===== config.mk =====
export PLATFORM = sky130hd
export DESIGN_NAME = fdg_card_flat
export DESIGN_NICKNAME = d
export VERILOG_FILES = /design/src/fdg_pkg.sv /design/src/fdg_if.sv /design/src/fdg_card.sv /design/src/flat_wrapper.sv
export SDC_FILE = /design/constraint.sdc
export NUM_CORES = 1
export LEC_CHECK = 0
export BUFFER_PORTS_ARGS = -buffer_cell sky130_fd_sc_hd__buf_4
export CAP_MARGIN = 20
export CELL_PAD_IN_SITES_DETAIL_PLACEMENT = 0
export CELL_PAD_IN_SITES_GLOBAL_PLACEMENT = 1
export CORE_MARGIN = 1
export CORE_UTILIZATION = 45
export CTS_BUF_LIST = sky130_fd_sc_hd__clkbuf_8
export DETAILED_ROUTE_END_ITERATION = 8
export GPL_ROUTABILITY_DRIVEN = 0
export PLACE_DENSITY = 0.95
export SYNTH_ARGS = -nofsm -noshare
export SYNTH_HDL_FRONTEND = slang
export SYNTH_SLANG_ARGS = --single-unit

===== constraint.sdc =====
create_clock -name mclk_i -period 5.49 [get_ports mclk_i]
set_clock_uncertainty 0.15 [all_clocks]
set_input_delay 0.549 -clock mclk_i [delete_from_list [all_inputs] [get_ports mclk_i]]
set_output_delay 0.549 -clock mclk_i [all_outputs]
set_load 0.005 [all_outputs]

===== src/fdg_pkg.sv =====
package fdg_pkg;

  // Bus locations of the card
  localparam logic [15:0] LOC_DATA     = 16'hFCE0;
  localparam logic [15:0] LOC_STATUS   = 16'hFCE1;

  // Internal register indices
  localparam logic [7:0]  IDX_CTRL     = 8'h00;
  localparam logic [7:0]  IDX_ADDR_LO  = 8'h02;
  localparam logic [7:0]  IDX_ADDR_HI  = 8'h04;
  localparam logic [7:0]  IDX_CNT_LO   = 8'h06;
  localparam logic [7:0]  IDX_CNT_HI   = 8'h08;
  localparam logic [7:0]  IDX_ROM_LOAD = 8'h0A;
  localparam logic [7:0]  IDX_FDC_BASE = 8'h0C;
  localparam logic [7:0]  IDX_FDC_LAST = 8'h0F;

  // Controller chip register numbers
  localparam logic [1:0]  FDC_REG_DATA = 2'h3;

  // Control latch bit positions
  localparam int          CTRL_DS_LO   = 0;
  localparam int          CTRL_DS_HI   = 1;
  localparam int          CTRL_IRQ_EN  = 2;
  localparam int          CTRL_INC_N   = 3;
  localparam int          CTRL_TO_DISK = 4;
  localparam int          CTRL_SIDE    = 5;
  localparam int          CTRL_RETRIG  = 6;
  localparam int          CTRL_RECORDING_DENSITY_SELECT    = 7;

  // Status port bit positions
  localparam int          ST_READY     = 3;
  localparam int          ST_TWO_SIDE  = 4;
  localparam int          ST_CHANGE    = 5;
  localparam int          ST_IRQ       = 6;
  localparam int          ST_LOAD_N    = 7;

  // Values after reset
  localparam logic [7:0]  CTRL_RST     = 8'h00;
  localparam logic [15:0] COUNT_DONE   = 16'hFFFF;

  // Clock rates and divider counts
  localparam int          MCLK_HZ      = 200_000_000;
  localparam int          FDC_CLK_HZ   = 2_000_000;
  localparam int          PHI_HZ       = 1_000_000;
  localparam int          FDC_DIV      = MCLK_HZ / FDC_CLK_HZ;
  localparam int          PHI_DIV      = MCLK_HZ / PHI_HZ;

  typedef enum logic [1:0] {
    FDG_IDLE  = 2'h0,
    FDG_FETCH = 2'h1,
    FDG_REQ   = 2'h3,
    FDG_GAP   = 2'h2
  } fdg_dma_st_t;

endpackage


===== src/fdg_if.sv =====
`timescale 1ns/1ps
interface fdg_if;
  logic [15:0] addr;
  logic [7:0]  wdata;
  logic        wr;
  logic        rd;
  logic [7:0]  rdata;
  logic        phi2_en;
  logic        transfer_request_line;
  logic        dma_ack;
  logic        chain_level_grant;
  logic        chain_pass_next;
  logic        map_swap_claim;
  logic        valid_memory_strobe;
  logic        address_drive_enable;
  logic        data_drive_enable;
  logic        mem_write;
  logic [15:0] dma_addr;
  logic [7:0]  dev_data;
  logic [7:0]  host_data;
  logic        irq_out;
  logic        irq_oe_n;

  modport card (
    input  addr, wdata, wr, rd, phi2_en, dma_ack, chain_level_grant, host_data,
    output rdata, transfer_request_line, chain_pass_next, map_swap_claim,
    output valid_memory_strobe, address_drive_enable, data_drive_enable,
    output mem_write, dma_addr, dev_data, irq_out, irq_oe_n
  );

  modport host (
    output addr, wdata, wr, rd, phi2_en, dma_ack, chain_level_grant, host_data,
    input  rdata, transfer_request_line, chain_pass_next, map_swap_claim,
    input  valid_memory_strobe, address_drive_enable, data_drive_enable,
    input  mem_write, dma_addr, dev_data, irq_out, irq_oe_n
  );
endinterface // fdg_if


===== src/fdg_card.sv =====
// Behaviour
// Two locations: data, and status/index
// Index selects register behind data location
// Indices 00..08: control, address, inverted count
// Access to 0A starts ROM load
// Indices 0C..0F go to controller chip
// Control bits: drive, irq enable, increment inhibit
// Control bits: direction, side, retrigger, density
// Status: ready, sides, change, irq, loading
// Address preset bytewise with load strobes
// Inhibited increment keeps address fixed
// Count loaded inverted, one step per byte
// Count expiry drops valid memory strobe
// Map swap claim during each transfer
// Requests synchronised to phase-2 before raising
// Cycle performed only after acknowledge grant
// At most one cycle per two processor cycles
// Request only when enabled; pass chain otherwise
// Drive enables follow granted function
// Open-collector irq when chip irq and enabled
// Bus data latched before reaching chip
// Retrigger restarts head-load delay
// Divided clock enable for controller chip
// ROM load repeats writes until count expires
// Address and count advance per byte
`timescale 1ns/1ps
module fdg_card #(
  parameter int ROM_AW = 12
) (
  input  wire logic              mclk_i,
  input  wire logic              nrst_i,
  fdg_if.card                    bus,
  output logic      [1:0]        fdc_addr_o,
  output logic                   fdc_re_o,
  output logic                   fdc_we_o,
  output logic      [7:0]        fdc_wdata_o,
  input  wire logic [7:0]        fdc_rdata_i,
  input  wire logic              fdc_drq_i,
  input  wire logic              fdc_intrq_i,
  output logic                   fdc_clk_en_o,
  output logic                   drive_pick_bit_lo_o,
  output logic                   drive_pick_bit_hi_o,
  output logic                   side_select_o,
  output logic                   recording_density_select_o,
  output logic                   to_disk_o,
  output logic                   head_retrigger_o,
  output logic                   addr_low_preset_strobe_o,
  output logic                   addr_high_preset_strobe_o,
  output logic                   count_expired_flag_o,
  input  wire logic              drive_ready_i,
  input  wire logic              two_sided_i,
  input  wire logic              disk_change_i,
  output logic      [ROM_AW-1:0] rom_addr_o,
  input  wire logic [7:0]        rom_data_i
);

  typedef struct packed {
    logic [4:0]           s1;
    logic [4:0]           s2;
    logic [6:0]           div;
    logic [7:0]           idx;
    logic [7:0]           ctrl;
    logic [15:0]          addr;
    logic [15:0]          cnt;
    logic                 loading;
    logic [7:0]           rdata;
    logic [7:0]           fdc_wdata;
    logic [1:0]           fdc_a;
    logic                 fdc_we;
    logic                 retrig;
    logic                 addr_low_preset_strobe;
    logic                 addr_high_preset_strobe;
    logic [7:0]           dma_data;
    fdg_pkg::fdg_dma_st_t st;
  } fdg_card_state_t;

  fdg_card_state_t q_r;
  fdg_card_state_t q_nxt;
  logic            expired;
  logic            data_wr;
  logic            data_rd;
  logic            want;
  logic            ack_ok;
  logic            mem_dir;

  function automatic logic [15:0] bump(input logic [15:0] v);
    bump = v + 16'h0001;
  endfunction

  function automatic logic is_fdc(input logic [7:0] idx);
    is_fdc = (idx >= fdg_pkg::IDX_FDC_BASE) && (idx <= fdg_pkg::IDX_FDC_LAST);
  endfunction

  // Synchronised inputs: 4 drq, 3 intrq, 2 ready, 1 two-sided, 0 change
  assign expired = (q_r.cnt == fdg_pkg::COUNT_DONE);
  assign data_wr = bus.wr && (bus.addr == fdg_pkg::LOC_DATA);
  assign data_rd = bus.rd && (bus.addr == fdg_pkg::LOC_DATA);
  assign want    = q_r.loading ? !expired : q_r.s2[4];
  assign ack_ok  = bus.dma_ack && (q_r.st == fdg_pkg::FDG_REQ);
  assign mem_dir = q_r.loading || !q_r.ctrl[fdg_pkg::CTRL_TO_DISK];

  always_comb begin
    q_nxt        = q_r;
    q_nxt.s1     = {fdc_drq_i, fdc_intrq_i, drive_ready_i, two_sided_i, disk_change_i};
    q_nxt.s2     = q_r.s1;
    q_nxt.fdc_we = 1'b0;
    q_nxt.retrig = 1'b0;
    q_nxt.addr_low_preset_strobe   = 1'b0;
    q_nxt.addr_high_preset_strobe   = 1'b0;
    q_nxt.div    = (q_r.div == 7'(fdg_pkg::FDC_DIV - 1)) ? 7'h00 : q_r.div + 7'h01;

    // DMA cycle sequencing
    unique case (q_r.st)
      fdg_pkg::FDG_IDLE: begin
        if (bus.phi2_en && want) begin
          q_nxt.st = mem_dir ? fdg_pkg::FDG_FETCH : fdg_pkg::FDG_REQ;
        end
      end
      fdg_pkg::FDG_FETCH: begin
        q_nxt.dma_data = q_r.loading ? rom_data_i : fdc_rdata_i;
        q_nxt.st       = fdg_pkg::FDG_REQ;
      end
      fdg_pkg::FDG_REQ: begin
        if (ack_ok) begin
          if (!q_r.ctrl[fdg_pkg::CTRL_INC_N]) begin
            q_nxt.addr = bump(q_r.addr);
          end
          if (!expired) begin
            q_nxt.cnt = bump(q_r.cnt);
          end
          if (!mem_dir) begin
            q_nxt.fdc_wdata = bus.host_data;
            q_nxt.fdc_a     = fdg_pkg::FDC_REG_DATA;
            q_nxt.fdc_we    = 1'b1;
          end
          q_nxt.st = fdg_pkg::FDG_GAP;
        end
      end
      fdg_pkg::FDG_GAP: begin
        if (bus.phi2_en) begin
          q_nxt.st = fdg_pkg::FDG_IDLE;
        end
      end
    endcase

    if (q_r.loading && expired && q_r.st == fdg_pkg::FDG_IDLE) begin
      q_nxt.loading = 1'b0;
    end

    // Register port
    if (bus.wr && bus.addr == fdg_pkg::LOC_STATUS) begin
      q_nxt.idx = bus.wdata;
    end
    if (data_wr) begin
      if (is_fdc(q_r.idx)) begin
        q_nxt.fdc_wdata = bus.wdata;
        q_nxt.fdc_a     = q_r.idx[1:0];
        q_nxt.fdc_we    = 1'b1;
      end else begin
        unique case (q_r.idx)
          fdg_pkg::IDX_CTRL: begin
            q_nxt.ctrl   = bus.wdata;
            q_nxt.retrig = bus.wdata[fdg_pkg::CTRL_RETRIG];
          end
          fdg_pkg::IDX_ADDR_LO: begin
            q_nxt.addr[7:0] = bus.wdata;
            q_nxt.addr_low_preset_strobe      = 1'b1;
          end
          fdg_pkg::IDX_ADDR_HI: begin
            q_nxt.addr[15:8] = bus.wdata;
            q_nxt.addr_high_preset_strobe       = 1'b1;
          end
          fdg_pkg::IDX_CNT_LO: q_nxt.cnt[7:0]  = bus.wdata;
          fdg_pkg::IDX_CNT_HI: q_nxt.cnt[15:8] = bus.wdata;
          fdg_pkg::IDX_ROM_LOAD: q_nxt.loading = 1'b1;
          default: ;
        endcase
      end
    end

    if (bus.rd) begin
      q_nxt.rdata = 8'h00;
      if (bus.addr == fdg_pkg::LOC_STATUS) begin
        q_nxt.rdata[fdg_pkg::ST_READY]    = q_r.s2[2];
        q_nxt.rdata[fdg_pkg::ST_TWO_SIDE] = q_r.s2[1];
        q_nxt.rdata[fdg_pkg::ST_CHANGE]   = q_r.s2[0];
        q_nxt.rdata[fdg_pkg::ST_IRQ]      = q_r.s2[3];
        q_nxt.rdata[fdg_pkg::ST_LOAD_N]   = !q_r.loading;
      end else if (data_rd && is_fdc(q_r.idx)) begin
        q_nxt.rdata = fdc_rdata_i;
      end else if (data_rd && q_r.idx == fdg_pkg::IDX_ROM_LOAD) begin
        q_nxt.loading = 1'b1;
      end
    end
  end

  always_ff @(posedge mclk_i or negedge nrst_i) begin
    if (!nrst_i) begin
      q_r      <= '0;
      q_r.ctrl <= fdg_pkg::CTRL_RST;
      q_r.cnt  <= fdg_pkg::COUNT_DONE;
    end else begin
      q_r <= q_nxt;
    end
  end

  // Controller chip access
  always_comb begin
    if (q_r.fdc_we) begin
      fdc_addr_o = q_r.fdc_a;
    end else if (q_r.st == fdg_pkg::FDG_FETCH) begin
      fdc_addr_o = fdg_pkg::FDC_REG_DATA;
    end else begin
      fdc_addr_o = q_r.idx[1:0];
    end
  end

  assign fdc_re_o = (data_rd && is_fdc(q_r.idx))
                    || (q_r.st == fdg_pkg::FDG_FETCH && !q_r.loading);
  assign fdc_we_o     = q_r.fdc_we;
  assign fdc_wdata_o  = q_r.fdc_wdata;
  assign fdc_clk_en_o = (q_r.div == 7'(fdg_pkg::FDC_DIV - 1));

  // Drive control outputs
  assign drive_pick_bit_lo_o        = q_r.ctrl[fdg_pkg::CTRL_DS_LO];
  assign drive_pick_bit_hi_o        = q_r.ctrl[fdg_pkg::CTRL_DS_HI];
  assign side_select_o              = q_r.ctrl[fdg_pkg::CTRL_SIDE];
  assign recording_density_select_o = q_r.ctrl[fdg_pkg::CTRL_RECORDING_DENSITY_SELECT];
  assign to_disk_o                  = q_r.ctrl[fdg_pkg::CTRL_TO_DISK];
  assign head_retrigger_o           = q_r.retrig;
  assign addr_low_preset_strobe_o   = q_r.addr_low_preset_strobe;
  assign addr_high_preset_strobe_o  = q_r.addr_high_preset_strobe;
  assign count_expired_flag_o       = expired;
  assign rom_addr_o                 = q_r.addr[ROM_AW-1:0];

  // Processor bus side
  assign bus.rdata                 = q_r.rdata;
  assign bus.transfer_request_line = (q_r.st == fdg_pkg::FDG_REQ)
                                     && bus.chain_level_grant;
  assign bus.chain_pass_next       = bus.chain_level_grant
                                     && (q_r.st != fdg_pkg::FDG_REQ);
  assign bus.map_swap_claim        = ack_ok;
  assign bus.valid_memory_strobe   = ack_ok && !expired;
  assign bus.address_drive_enable  = ack_ok;
  assign bus.data_drive_enable     = ack_ok && mem_dir;
  assign bus.mem_write             = mem_dir;
  assign bus.dma_addr              = q_r.addr;
  assign bus.dev_data              = q_r.dma_data;
  assign bus.irq_out               = 1'b0;
  assign bus.irq_oe_n = !(q_r.s2[3] && q_r.ctrl[fdg_pkg::CTRL_IRQ_EN]);

endmodule // fdg_card


===== src/flat_wrapper.sv =====
// flat-port wrapper written by rule: the top's interface ports become plain ports
module fdg_card_flat 
#(
  parameter int ROM_AW = 12
)
  (mclk_i, nrst_i, fdc_addr_o, fdc_re_o, fdc_we_o, fdc_wdata_o, fdc_rdata_i, fdc_drq_i, fdc_intrq_i, fdc_clk_en_o, drive_pick_bit_lo_o, drive_pick_bit_hi_o, side_select_o, recording_density_select_o, to_disk_o, head_retrigger_o, addr_low_preset_strobe_o, addr_high_preset_strobe_o, count_expired_flag_o, drive_ready_i, two_sided_i, disk_change_i, rom_addr_o, rom_data_i, bus_addr, bus_wdata, bus_wr, bus_rd, bus_phi2_en, bus_dma_ack, bus_chain_level_grant, bus_host_data, bus_rdata, bus_transfer_request_line, bus_chain_pass_next, bus_map_swap_claim, bus_valid_memory_strobe, bus_address_drive_enable, bus_data_drive_enable, bus_mem_write, bus_dma_addr, bus_dev_data, bus_irq_out, bus_irq_oe_n);
  fdg_if bus_i ();
  input  wire logic mclk_i;
  input  wire logic nrst_i;
  output logic      [1:0] fdc_addr_o;
  output logic fdc_re_o;
  output logic fdc_we_o;
  output logic      [7:0] fdc_wdata_o;
  input  wire logic [7:0] fdc_rdata_i;
  input  wire logic fdc_drq_i;
  input  wire logic fdc_intrq_i;
  output logic fdc_clk_en_o;
  output logic drive_pick_bit_lo_o;
  output logic drive_pick_bit_hi_o;
  output logic side_select_o;
  output logic recording_density_select_o;
  output logic to_disk_o;
  output logic head_retrigger_o;
  output logic addr_low_preset_strobe_o;
  output logic addr_high_preset_strobe_o;
  output logic count_expired_flag_o;
  input  wire logic drive_ready_i;
  input  wire logic two_sided_i;
  input  wire logic disk_change_i;
  output logic      [ROM_AW-1:0] rom_addr_o;
  input  wire logic [7:0] rom_data_i;
  input wire logic [$bits(bus_i.addr)-1:0] bus_addr;
  input wire logic [$bits(bus_i.wdata)-1:0] bus_wdata;
  input wire logic [$bits(bus_i.wr)-1:0] bus_wr;
  input wire logic [$bits(bus_i.rd)-1:0] bus_rd;
  input wire logic [$bits(bus_i.phi2_en)-1:0] bus_phi2_en;
  input wire logic [$bits(bus_i.dma_ack)-1:0] bus_dma_ack;
  input wire logic [$bits(bus_i.chain_level_grant)-1:0] bus_chain_level_grant;
  input wire logic [$bits(bus_i.host_data)-1:0] bus_host_data;
  output wire logic [$bits(bus_i.rdata)-1:0] bus_rdata;
  output wire logic [$bits(bus_i.transfer_request_line)-1:0] bus_transfer_request_line;
  output wire logic [$bits(bus_i.chain_pass_next)-1:0] bus_chain_pass_next;
  output wire logic [$bits(bus_i.map_swap_claim)-1:0] bus_map_swap_claim;
  output wire logic [$bits(bus_i.valid_memory_strobe)-1:0] bus_valid_memory_strobe;
  output wire logic [$bits(bus_i.address_drive_enable)-1:0] bus_address_drive_enable;
  output wire logic [$bits(bus_i.data_drive_enable)-1:0] bus_data_drive_enable;
  output wire logic [$bits(bus_i.mem_write)-1:0] bus_mem_write;
  output wire logic [$bits(bus_i.dma_addr)-1:0] bus_dma_addr;
  output wire logic [$bits(bus_i.dev_data)-1:0] bus_dev_data;
  output wire logic [$bits(bus_i.irq_out)-1:0] bus_irq_out;
  output wire logic [$bits(bus_i.irq_oe_n)-1:0] bus_irq_oe_n;
  assign bus_i.addr = bus_addr;
  assign bus_i.wdata = bus_wdata;
  assign bus_i.wr = bus_wr;
  assign bus_i.rd = bus_rd;
  assign bus_i.phi2_en = bus_phi2_en;
  assign bus_i.dma_ack = bus_dma_ack;
  assign bus_i.chain_level_grant = bus_chain_level_grant;
  assign bus_i.host_data = bus_host_data;
  assign bus_rdata = bus_i.rdata;
  assign bus_transfer_request_line = bus_i.transfer_request_line;
  assign bus_chain_pass_next = bus_i.chain_pass_next;
  assign bus_map_swap_claim = bus_i.map_swap_claim;
  assign bus_valid_memory_strobe = bus_i.valid_memory_strobe;
  assign bus_address_drive_enable = bus_i.address_drive_enable;
  assign bus_data_drive_enable = bus_i.data_drive_enable;
  assign bus_mem_write = bus_i.mem_write;
  assign bus_dma_addr = bus_i.dma_addr;
  assign bus_dev_data = bus_i.dev_data;
  assign bus_irq_out = bus_i.irq_out;
  assign bus_irq_oe_n = bus_i.irq_oe_n;
  fdg_card #(.ROM_AW(ROM_AW)) u_core (.mclk_i(mclk_i), .nrst_i(nrst_i), .bus(bus_i), .fdc_addr_o(fdc_addr_o), .fdc_re_o(fdc_re_o), .fdc_we_o(fdc_we_o), .fdc_wdata_o(fdc_wdata_o), .fdc_rdata_i(fdc_rdata_i), .fdc_drq_i(fdc_drq_i), .fdc_intrq_i(fdc_intrq_i), .fdc_clk_en_o(fdc_clk_en_o), .drive_pick_bit_lo_o(drive_pick_bit_lo_o), .drive_pick_bit_hi_o(drive_pick_bit_hi_o), .side_select_o(side_select_o), .recording_density_select_o(recording_density_select_o), .to_disk_o(to_disk_o), .head_retrigger_o(head_retrigger_o), .addr_low_preset_strobe_o(addr_low_preset_strobe_o), .addr_high_preset_strobe_o(addr_high_preset_strobe_o), .count_expired_flag_o(count_expired_flag_o), .drive_ready_i(drive_ready_i), .two_sided_i(two_sided_i), .disk_change_i(disk_change_i), .rom_addr_o(rom_addr_o), .rom_data_i(rom_data_i));
endmodule

# After elaboration in Yosys (flattened, before gate mapping)
# Index checks and enable logic that the tools add are counted.
# totals
in_bits,60
word_cells,103
register_bits,98
output_inout_bits,75
# classes
magnitude_cmp,2
n_mux,38
n_reduce_logical,26
n_eq_ne,16
add_sub_neg,3
n_bitwise,1
# ops
operator,n
$mux 33,2
$mux 32,2
$eq 16x16->1 const B,3
$mux 8,6
$mux 11,4
$add 16x1->16 const B,2
$mux 16,2
$eq 8x3->1 const B,2
$eq 8x4->1 const B,2
$logic_and 1x1->1,16
$mux 14,1
$mux 2,6
$mux 1,9
$mux 9,1
$eq 8x2->1 const B,1
$ge 8x4->1 const B,1
$le 8x4->1 const B,1
$logic_not 8->1,1
$pmux 2 s4,1
$add 7x1->7 const B,1
$eq 7x7->1 const B,1
$mux 7,1
$mux 3,2
$reduce_and 3->1,2
9 further kinds,16

# Logic depth before layout (Yosys ltp)
# Gate-level depths: netlist of run 1.
# depth
depth_word,11
ltp_mapped,7

# Worst setup path after synthesis of run 1
# Ideal clock, no wire load.
# synth_timing
path_type,input -> output
from,in bus_addr[1]
to,out fdc_re_o
arrival_time_ps,1743
setup_slack_ps,3048
stages,4
path_buffers,0
t_required_ps,4791
cell_sequence,or4b_4 -> nor4_4 -> nand3_1 -> o22ai_1
# synth_via
elab_chain_cells,4
# synth_rtl
element,line,source
from (decl),flat_wrapper.sv:32,input wire logic [$bits(bus_i.addr)-1:0] bus_addr;
$eq 16x16->1,fdg_card.sv:97,assign data_rd = bus.rd && (bus.addr == fdg_pkg::LOC_DATA);
$logic_and 1x1->1,fdg_card.sv:97,
$logic_and 1x1->1,fdg_card.sv:218,assign fdc_re_o = (data_rd && is_fdc(q_r.idx))
$logic_or 1x1->1,fdg_card.sv:219,|| (q_r.st == fdg_pkg::FDG_FETCH && !q_r.loading);
to (decl),flat_wrapper.sv:11,output logic fdc_re_o;
# No other way between the ends.

# Worst setup path in the final report of run 1
# layout_timing
from,reg u_core.q_r[33] in the netlist's numbering
to,out bus_valid_memory_strobe
# layout_via
elab_chain_cells,3
# layout_rtl
element,line,source
from (decl),fdg_card.sv:77,fdg_card_state_t q_r;
from (signal assigned),fdg_card.sv:203,q_r <= q_nxt;
$eq 16x16->1,fdg_card.sv:95,assign expired = (q_r.cnt == fdg_pkg::COUNT_DONE);
$logic_not 1->1,fdg_card.sv:243,assign bus.valid_memory_strobe = ack_ok && !expired;
$logic_and 1x1->1,fdg_card.sv:243,
to (decl),flat_wrapper.sv:44,output wire logic [$bits(bus_i.valid_memory_strobe)-1:0] bus_valid_memory_strobe;
# No other way between the ends.

==> results.sh, run 1 <==
export IMPL_routed_via_count=3854
export IMPL_io_buffer_count=133
export IMPL_syn_num_nets=569
export IMPL_min_path_type="primary input to flip-flop"
export IMPL_comb_power_share_pct=23.9
export IMPL_crit_top_cell="buf_4"
export IMPL_p_sw_w=0.0005090
export IMPL_synth_largest_area_cell="dfrtp_1"
export IMPL_syn_area_per_cell_sq_um=9.926
export IMPL_yosysTopAreaCellShare_pct=40.36
export IMPL_fin_crit_sh_pct=58.92
export IMPL_clkTransAtPathRegs_ns=0.09
export IMPL_grt_pass1_vias=3523
export IMPL_final_cell_mix="136 x buf_4, 81 x dfrtp_1, 75 x nor2_1, 49 x a21oi_1, 24 x nand3_1"
export IMPL_dpl_cell_area_sq_um=5749
export IMPL_die_w_microns=107.6
export IMPL_clock_fmax_mhz=309.1
export IMPL_max_slew_margin_rel_pct=38.65
export IMPL_clkPwrFrac_pct=25.0
export IMPL_ff2ff_setup_slack_ns=2.81
export IMPL_critPathKind="flip-flop to output port"
export IMPL_p_int_w=0.001212
export IMPL_slowest_stage="nor4_2"
export IMPL_dp_cells=711
export IMPL_cellLeakagePower_nw=2.820
export IMPL_hold_path_endpoint="u_core.q_nxt[90]$_DFF_PN0_"
export IMPL_drive_gt1_share_pct=30.73
export IMPL_tritoncts="built"
export IMPL_synth_cells=506
export IMPL_cts_resized=0
export IMPL_grtUsageTotal_pct=20.38
export IMPL_wl_per_cell_microns=15.67
export IMPL_ir_drop_uv=138.5
export IMPL_netlist_top_cells_area="dfrtp_1 40%, dfstp_2 8.4%, buf_4 8.1%"
export IMPL_seqPwrFrac_pct=51.1
export IMPL_mostFrequentLayoutCell="buf_4"
export IMPL_final_cells=729
export IMPL_die_area_sq_um=11590
export IMPL_finalSetupTns_ns=0
export IMPL_hold_violations=0
export IMPL_post_cts_setup_buffers=0
export IMPL_outcome="completed"
export IMPL_area_growth_pct=18.46
export IMPL_clk_path_buf_depth=2
export IMPL_critPathMaxStageDelay_ns=0.65
export IMPL_end_kind="output port"
export IMPL_ctsHoldBuffers=1
export IMPL_antenna_found_initial=0
export IMPL_async_flop_share_pct=100.0
export IMPL_drt_iter0_markers=191
export IMPL_crit_fanout=9
export IMPL_holdPathStages=1
export IMPL_ant_nets=0
export IMPL_yosysSeqAreaShare_pct=48.73
export IMPL_ctsHtreeMaxLevel=3
export IMPL_dieHeight_microns=107.6
export IMPL_rsz0062_at_grt="no"
export IMPL_period_needed_ns=3.235
export IMPL_p_sw_share_pct=29.58
export IMPL_root_buffer="clkbuf_8"
export IMPL_r2r_start="u_core.q_r[79]$_DFFE_PN0P_"
export IMPL_netlist_area_sq_um=5022
export IMPL_wl_mm=11.43
export IMPL_yosysWarningCount=0
export IMPL_slew_violations=0
export IMPL_setup_violations=0
export IMPL_start_kind="flip-flop"
export IMPL_ys_ff_latch=97
export IMPL_maxCapViolCount=0
export IMPL_cts_buffers=9
export IMPL_reg2reg_to="u_core.fdc_wdata_o[5]$_DFF_PN0_"
export IMPL_required_ns=4.79
export IMPL_grt_pass1_wl_mm=18.01
export IMPL_powerDensity_nw_per_um2=289.2
export IMPL_io_pin_count=135
export IMPL_dr_pass1_iters=4
export IMPL_drc_errors=0
export IMPL_synth_cell_types=52
export IMPL_vias_per_cell=5.287
export IMPL_antennaDiodeCount=0
export IMPL_worst_pin_slew_ns=0.9203
export IMPL_grt_max_degree=75
export IMPL_r2r_cells=5
export IMPL_hold_start="drive_ready_i"
export IMPL_arrival_ns=2.54
export IMPL_fin_area_sq_um=5949
export IMPL_num_nets_final=647
export IMPL_start_util_pct=46.33
export IMPL_worstPathCellList="ha_1 -> nand4_1 -> nor4_2 -> buf_4 -> nor2_1 -> buf_4"
export IMPL_grt_overflow=0
export IMPL_whs_ns=0.1383
export IMPL_fp_row_count=38
export IMPL_core_area_sq_um=10840
export IMPL_clock_sinks=97
export IMPL_clk_latency_ns=0.36
export IMPL_synth_edf_count=0
export IMPL_ys_flop_type="dfrtp_1"
export IMPL_hpwl_mm=8.314
## layout make-up
cell class | instances | area (sq um)
timing repair buffer | 137 | 1031
fill | 1004 | 4891
clock buffer | 11 | 151.4
clock inverter | 5 | 31.28
inverter | 10 | 37.54
multi-input combinational | 329 | 2076
sequential | 97 | 2447
tap | 140 | 175.2
## critical path, delay by kind of cell, from the launching register on
family	cells	cell delay [ns]
and+or+nand+nor	3	0.97
DFF	1	0.56
buffers and inverters	2	0.47
adders and majority gates	1	0.18
## Yosys cell counts, types with 2 or more instances
master	instances
a21oi_1	49
a221oi_1	4
a31oi_1	2
and2_1	3
and3_1	5
and4_1	4
and4b_1	2
buf_2	2
buf_4	54
clkbuf_1	13
dfrtp_1	81
dfstp_2	16
ha_1	3
inv_1	10
mux2_1	8
mux2_2	7
mux2i_1	20
nand2_1	22
nand2b_1	2
nand3_1	24
nand3b_1	3
nand4_1	9
nand4b_1	2
nor2_1	75
nor2b_1	3
nor3_1	9
nor3b_1	3
nor4_1	5
nor4b_1	3
o21ai_0	7
o2bb2ai_1	3
o31ai_1	3
xnor2_1	23
xor2_1	9
## registers in the layout (all words and copies together), names as in the netlist
signal,flops
u_core.to_disk_o,1
u_core.side_select_o,1
u_core.addr_high_preset_strobe_o,1
u_core.head_retrigger_o,1
u_core.bus.dev_data,8
u_core.addr_low_preset_strobe_o,1
u_core.q_r,43
u_core.fdc_we_o,1
u_core.bus.rdata,8
u_core.fdc_wdata_o,8
u_core.q_nxt,5
u_core.bus.dma_addr,16
u_core.drive_pick_bit_hi_o,1
u_core.recording_density_select_o,1
u_core.drive_pick_bit_lo_o,1
## routing by layer
metal,vias up,track usage [%],share of wire (%)
met5,-,0,0
met4,0,9.198,1.9
met3,16,2.603,5.2
met2,118,32.14,49
met1,1863,28.04,44
li1,1857,-,-
## stage by stage
step           util [%]  total power, W  setup slack, ns
2_1_floorplan         -        0.001160            3.048
4_1_cts           54.81        0.001734            2.265
6_report          54.88        0.001721            2.255
3_5_place_dp      53.04        0.001302            2.525
3_3_place_gp      53.04        0.001290            2.600
5_1_grt           54.88        0.001820            2.058
## power groups by stage
| stage | combinational [W] | sequential (W) | clock [W] |
|---|---|---|---|
| 3_5_place_dp | 0.000410 | 0.000893 | 0 |
| 6_report | 0.000412 | 0.000879 | 0.000430 |
| 2_1_floorplan | 0.000288 | 0.000872 | 0 |
| 4_1_cts | 0.000412 | 0.000879 | 0.000443 |
| 5_1_grt | 0.000460 | 0.000891 | 0.000469 |
| 3_3_place_gp | 0.000401 | 0.000888 | 0 |
## logic make-up after synthesis
kind of cell               after synthesis  synth area share (%)
other                                    1               0.07467
muxes                                   35                 7.349
adders and majority gates                3                0.7475
AOI/OAI and AO/OA                       74                 8.495
xor gates and xnor gates                32                 5.580
buffers and inverters                   80                 10.06
and+or+nand+nor                        184                 18.96
DFF                                     97                 48.73
## how the worst max path moves through the flow
stage / from / to / slack (ns) / cells past startpoint
global route: u_core.q_r[34]$_DFF_PN1_ / bus_valid_memory_strobe / 2.06 / 6
finish: u_core.q_r[33]$_DFF_PN1_ / bus_valid_memory_strobe / 2.26 / 6
global placement: bus_addr[1] / u_core.fdc_wdata_o[5]$_DFF_PN0_ / 2.60 / 6
CTS: u_core.q_r[33]$_DFF_PN1_ / bus_valid_memory_strobe / 2.26 / 6
floorplan: bus_addr[1] / fdc_re_o / 3.05 / 4
detailed placement: bus_addr[1] / u_core.fdc_wdata_o[0]$_DFF_PN0_ / 2.53 / 6
(Power assumes the default switching activity.)
==> inputs of run 2 (changes only) <==
- CORE_UTILIZATION: 45 -> 41
- PLACE_DENSITY: 0.95 -> 0.92
- clock period: 5.49 -> 3.1 ns (I/O delays scaled with it)
==> run 2 against run 1 <==
Net effect: core utilization shrank 4.3 points; via count rose by 2.4%; combinational power increased by 84%; first-iteration DRC count is 0.52% lower; non-clock buffer count increased by 11; cell area increased by 1.6%; sequential cell count stayed put; power increased by 78%; critical path type unchanged; highest routed layer unchanged.
==> results.sh, run 2 (synthesis results as in run 1) <==
export IMPL_drt_iter0_markers=190
export IMPL_hold_violations=0
export IMPL_ctsHtreeMaxLevel=3
export IMPL_power_w=0.003064
export IMPL_drive_gt1_share_pct=31.17
export IMPL_final_cell_mix="142 x buf_4, 81 x dfrtp_1, 75 x nor2_1, 49 x a21oi_1, 24 x nand3_1"
export IMPL_cts_resized=0
export IMPL_hold_path_endpoint="u_core.bus.rdata[2]$_DFFE_PN0P_"
export IMPL_max_slew_margin_rel_pct=52.03
export IMPL_io_pin_count=135
export IMPL_powerDensity_nw_per_um2=506.8
export IMPL_period_needed_ns=2.739
export IMPL_arrival_ns=2.28
export IMPL_seqPwrFrac_pct=50.9
export IMPL_critPathKind="flip-flop to output port"
export IMPL_largest_reg_flops=43
export IMPL_fp_row_count=40
export IMPL_worst_pin_slew_ns=0.7130
export IMPL_outcome="completed"
export IMPL_io_buffer_count=133
export IMPL_wl_per_cell_microns=16.17
export IMPL_hold_start="fdc_rdata_i[2]"
export IMPL_slew_violations=0
export IMPL_cellLeakagePower_nw=2.866
export IMPL_tritoncts="built"
export IMPL_clock_sinks=97
export IMPL_ff2ff_setup_slack_ns=0.55
export IMPL_clk_path_buf_depth=2
export IMPL_required_ns=2.64
export IMPL_antennaDiodeCount=0
export IMPL_p_int_w=0.002137
export IMPL_p_sw_w=0.0009271
export IMPL_setup_ws_ns=0.3607
export IMPL_start_util_pct=41.99
export IMPL_crit_fanout=5
export IMPL_die_area_sq_um=12700
export IMPL_num_nets_final=658
export IMPL_core_area_sq_um=11960
export IMPL_fin_util_pct=50.53
export IMPL_hpwl_mm=8.853
export IMPL_reg2reg_to="u_core.q_r[41]$_DFF_PN1_"
export IMPL_clock_fmax_mhz=365.1
export IMPL_r2r_start="u_core.q_r[79]$_DFFE_PN0P_"
export IMPL_grtUsageTotal_pct=19.30
export IMPL_post_place_ws_ns=0.5037
export IMPL_r2r_cells=4
export IMPL_drc_errors=0
export IMPL_ir_drop_uv=176.4
export IMPL_fill_cells=1097
export IMPL_clkTransAtPathRegs_ns=0.09
export IMPL_grt_pass1_vias=3784
export IMPL_finalSetupTns_ns=0
export IMPL_mostFrequentLayoutCell="buf_4"
export IMPL_dr_pass1_iters=5
export IMPL_holdPathStages=3
export IMPL_grt_max_degree=44
export IMPL_routed_via_count=3945
export IMPL_p_sw_share_pct=30.26
export IMPL_dieHeight_microns=112.7
export IMPL_root_buffer="clkbuf_8"
export IMPL_area_growth_pct=20.35
export IMPL_clk_latency_ns=0.36
export IMPL_rsz0062_at_grt="no"
export IMPL_cts_buffers=9
export IMPL_grt_overflow=0
export IMPL_comb_power_share_pct=24.7
export IMPL_grt_pass1_wl_mm=19.09
export IMPL_setup_violations=0
export IMPL_maxCapViolCount=0
export IMPL_fin_crit_sh_pct=88.36
export IMPL_end_kind="output port"
export IMPL_min_path_type="primary input to flip-flop"
export IMPL_vias_per_cell=5.281
export IMPL_die_w_microns=112.7
export IMPL_antenna_found_initial=0
export IMPL_ant_nets=0
export IMPL_largest_register="u_core.q_r"
export IMPL_wl_mm=12.08
export IMPL_clkPwrFrac_pct=24.4
export IMPL_start_kind="flip-flop"
==> run 2: worst max path at each step <==
stage,from,end,slack (ns),cells past startpoint
final,u_core.q_r[79]$_DFFE_PN0P_,fdc_re_o,0.36,5
after floorplan,u_core.q_r[33]$_DFF_PN1_,u_core.q_r[0]$_DFFE_PN0P_,0.84,6
after detailed placement,bus_addr[1],u_core.drive_pick_bit_hi_o$_DFFE_PN0P_,0.50,6
after global placement,bus_addr[1],u_core.drive_pick_bit_lo_o$_DFFE_PN0P_,0.56,6
after CTS,u_core.q_r[79]$_DFFE_PN0P_,fdc_re_o,0.36,5
after global routing,u_core.q_r[79]$_DFFE_PN0P_,fdc_re_o,0.25,5
==> run 2: worst max-delay path, cell delays in order, from the launching register on <==
cell     delay (ns)
dfrtp_1        0.39
or4_1          0.59
nor3b_2        0.38
nand3_1        0.23
o22ai_1        0.19
buf_4          0.14
==> run 2: final cells by class <==
class / count / area, sq um / area share [%]
Multi-Input combinational cell: 329 / 2076 / 34.34
Inverter: 10 / 37.54 / 0.6210
Clock inverter: 6 / 36.28 / 0.6003
Sequential cell: 97 / 2447 / 40.49
Clock buffer: 10 / 137.6 / 2.277
Timing Repair Buffer: 148 / 1126 / 18.63
Tap cell: 147 / 183.9 / 3.043
==> run 2: metal layers <==
layer / GRT usage, % / part of all wire, % / up-vias
li1: - / - / 1877
met4: 7.378 / 2.1 / 0
met5: 0 / 0 / -
met3: 3.402 / 5.1 / 21
met1: 25.26 / 44 / 1909
met2: 31.98 / 49 / 138
==> run 2: timing repair <==
item	4_1_cts	5_1_grt
hold buffers	6	0
setup buffers	0	0
setup endpoints to repair	0	0
hold endpoints to repair	39	0
==> run 2: metrics by stage <==
step	cells	hold slack [ns]	instance area (sq um)
finish	747	0.03975	6045
global route	747	0.03672	6045
CTS	747	0.03130	6045
detailed placement	725	0.1681	5811
global placement	725	0.1646	5811
floorplan	506	-0.1356	5022
==> run 2: power groups by stage <==
stage / clock [W] / combinational [W] / sequential (W)
after global placement: 0 / 0.000734 / 0.00157
after floorplan: 0 / 0.000511 / 0.00154
final: 0.000747 / 0.000757 / 0.00156
after CTS: 0.000759 / 0.000765 / 0.00156
after detailed placement: 0 / 0.000756 / 0.00159
after global routing: 0.000814 / 0.000835 / 0.00158
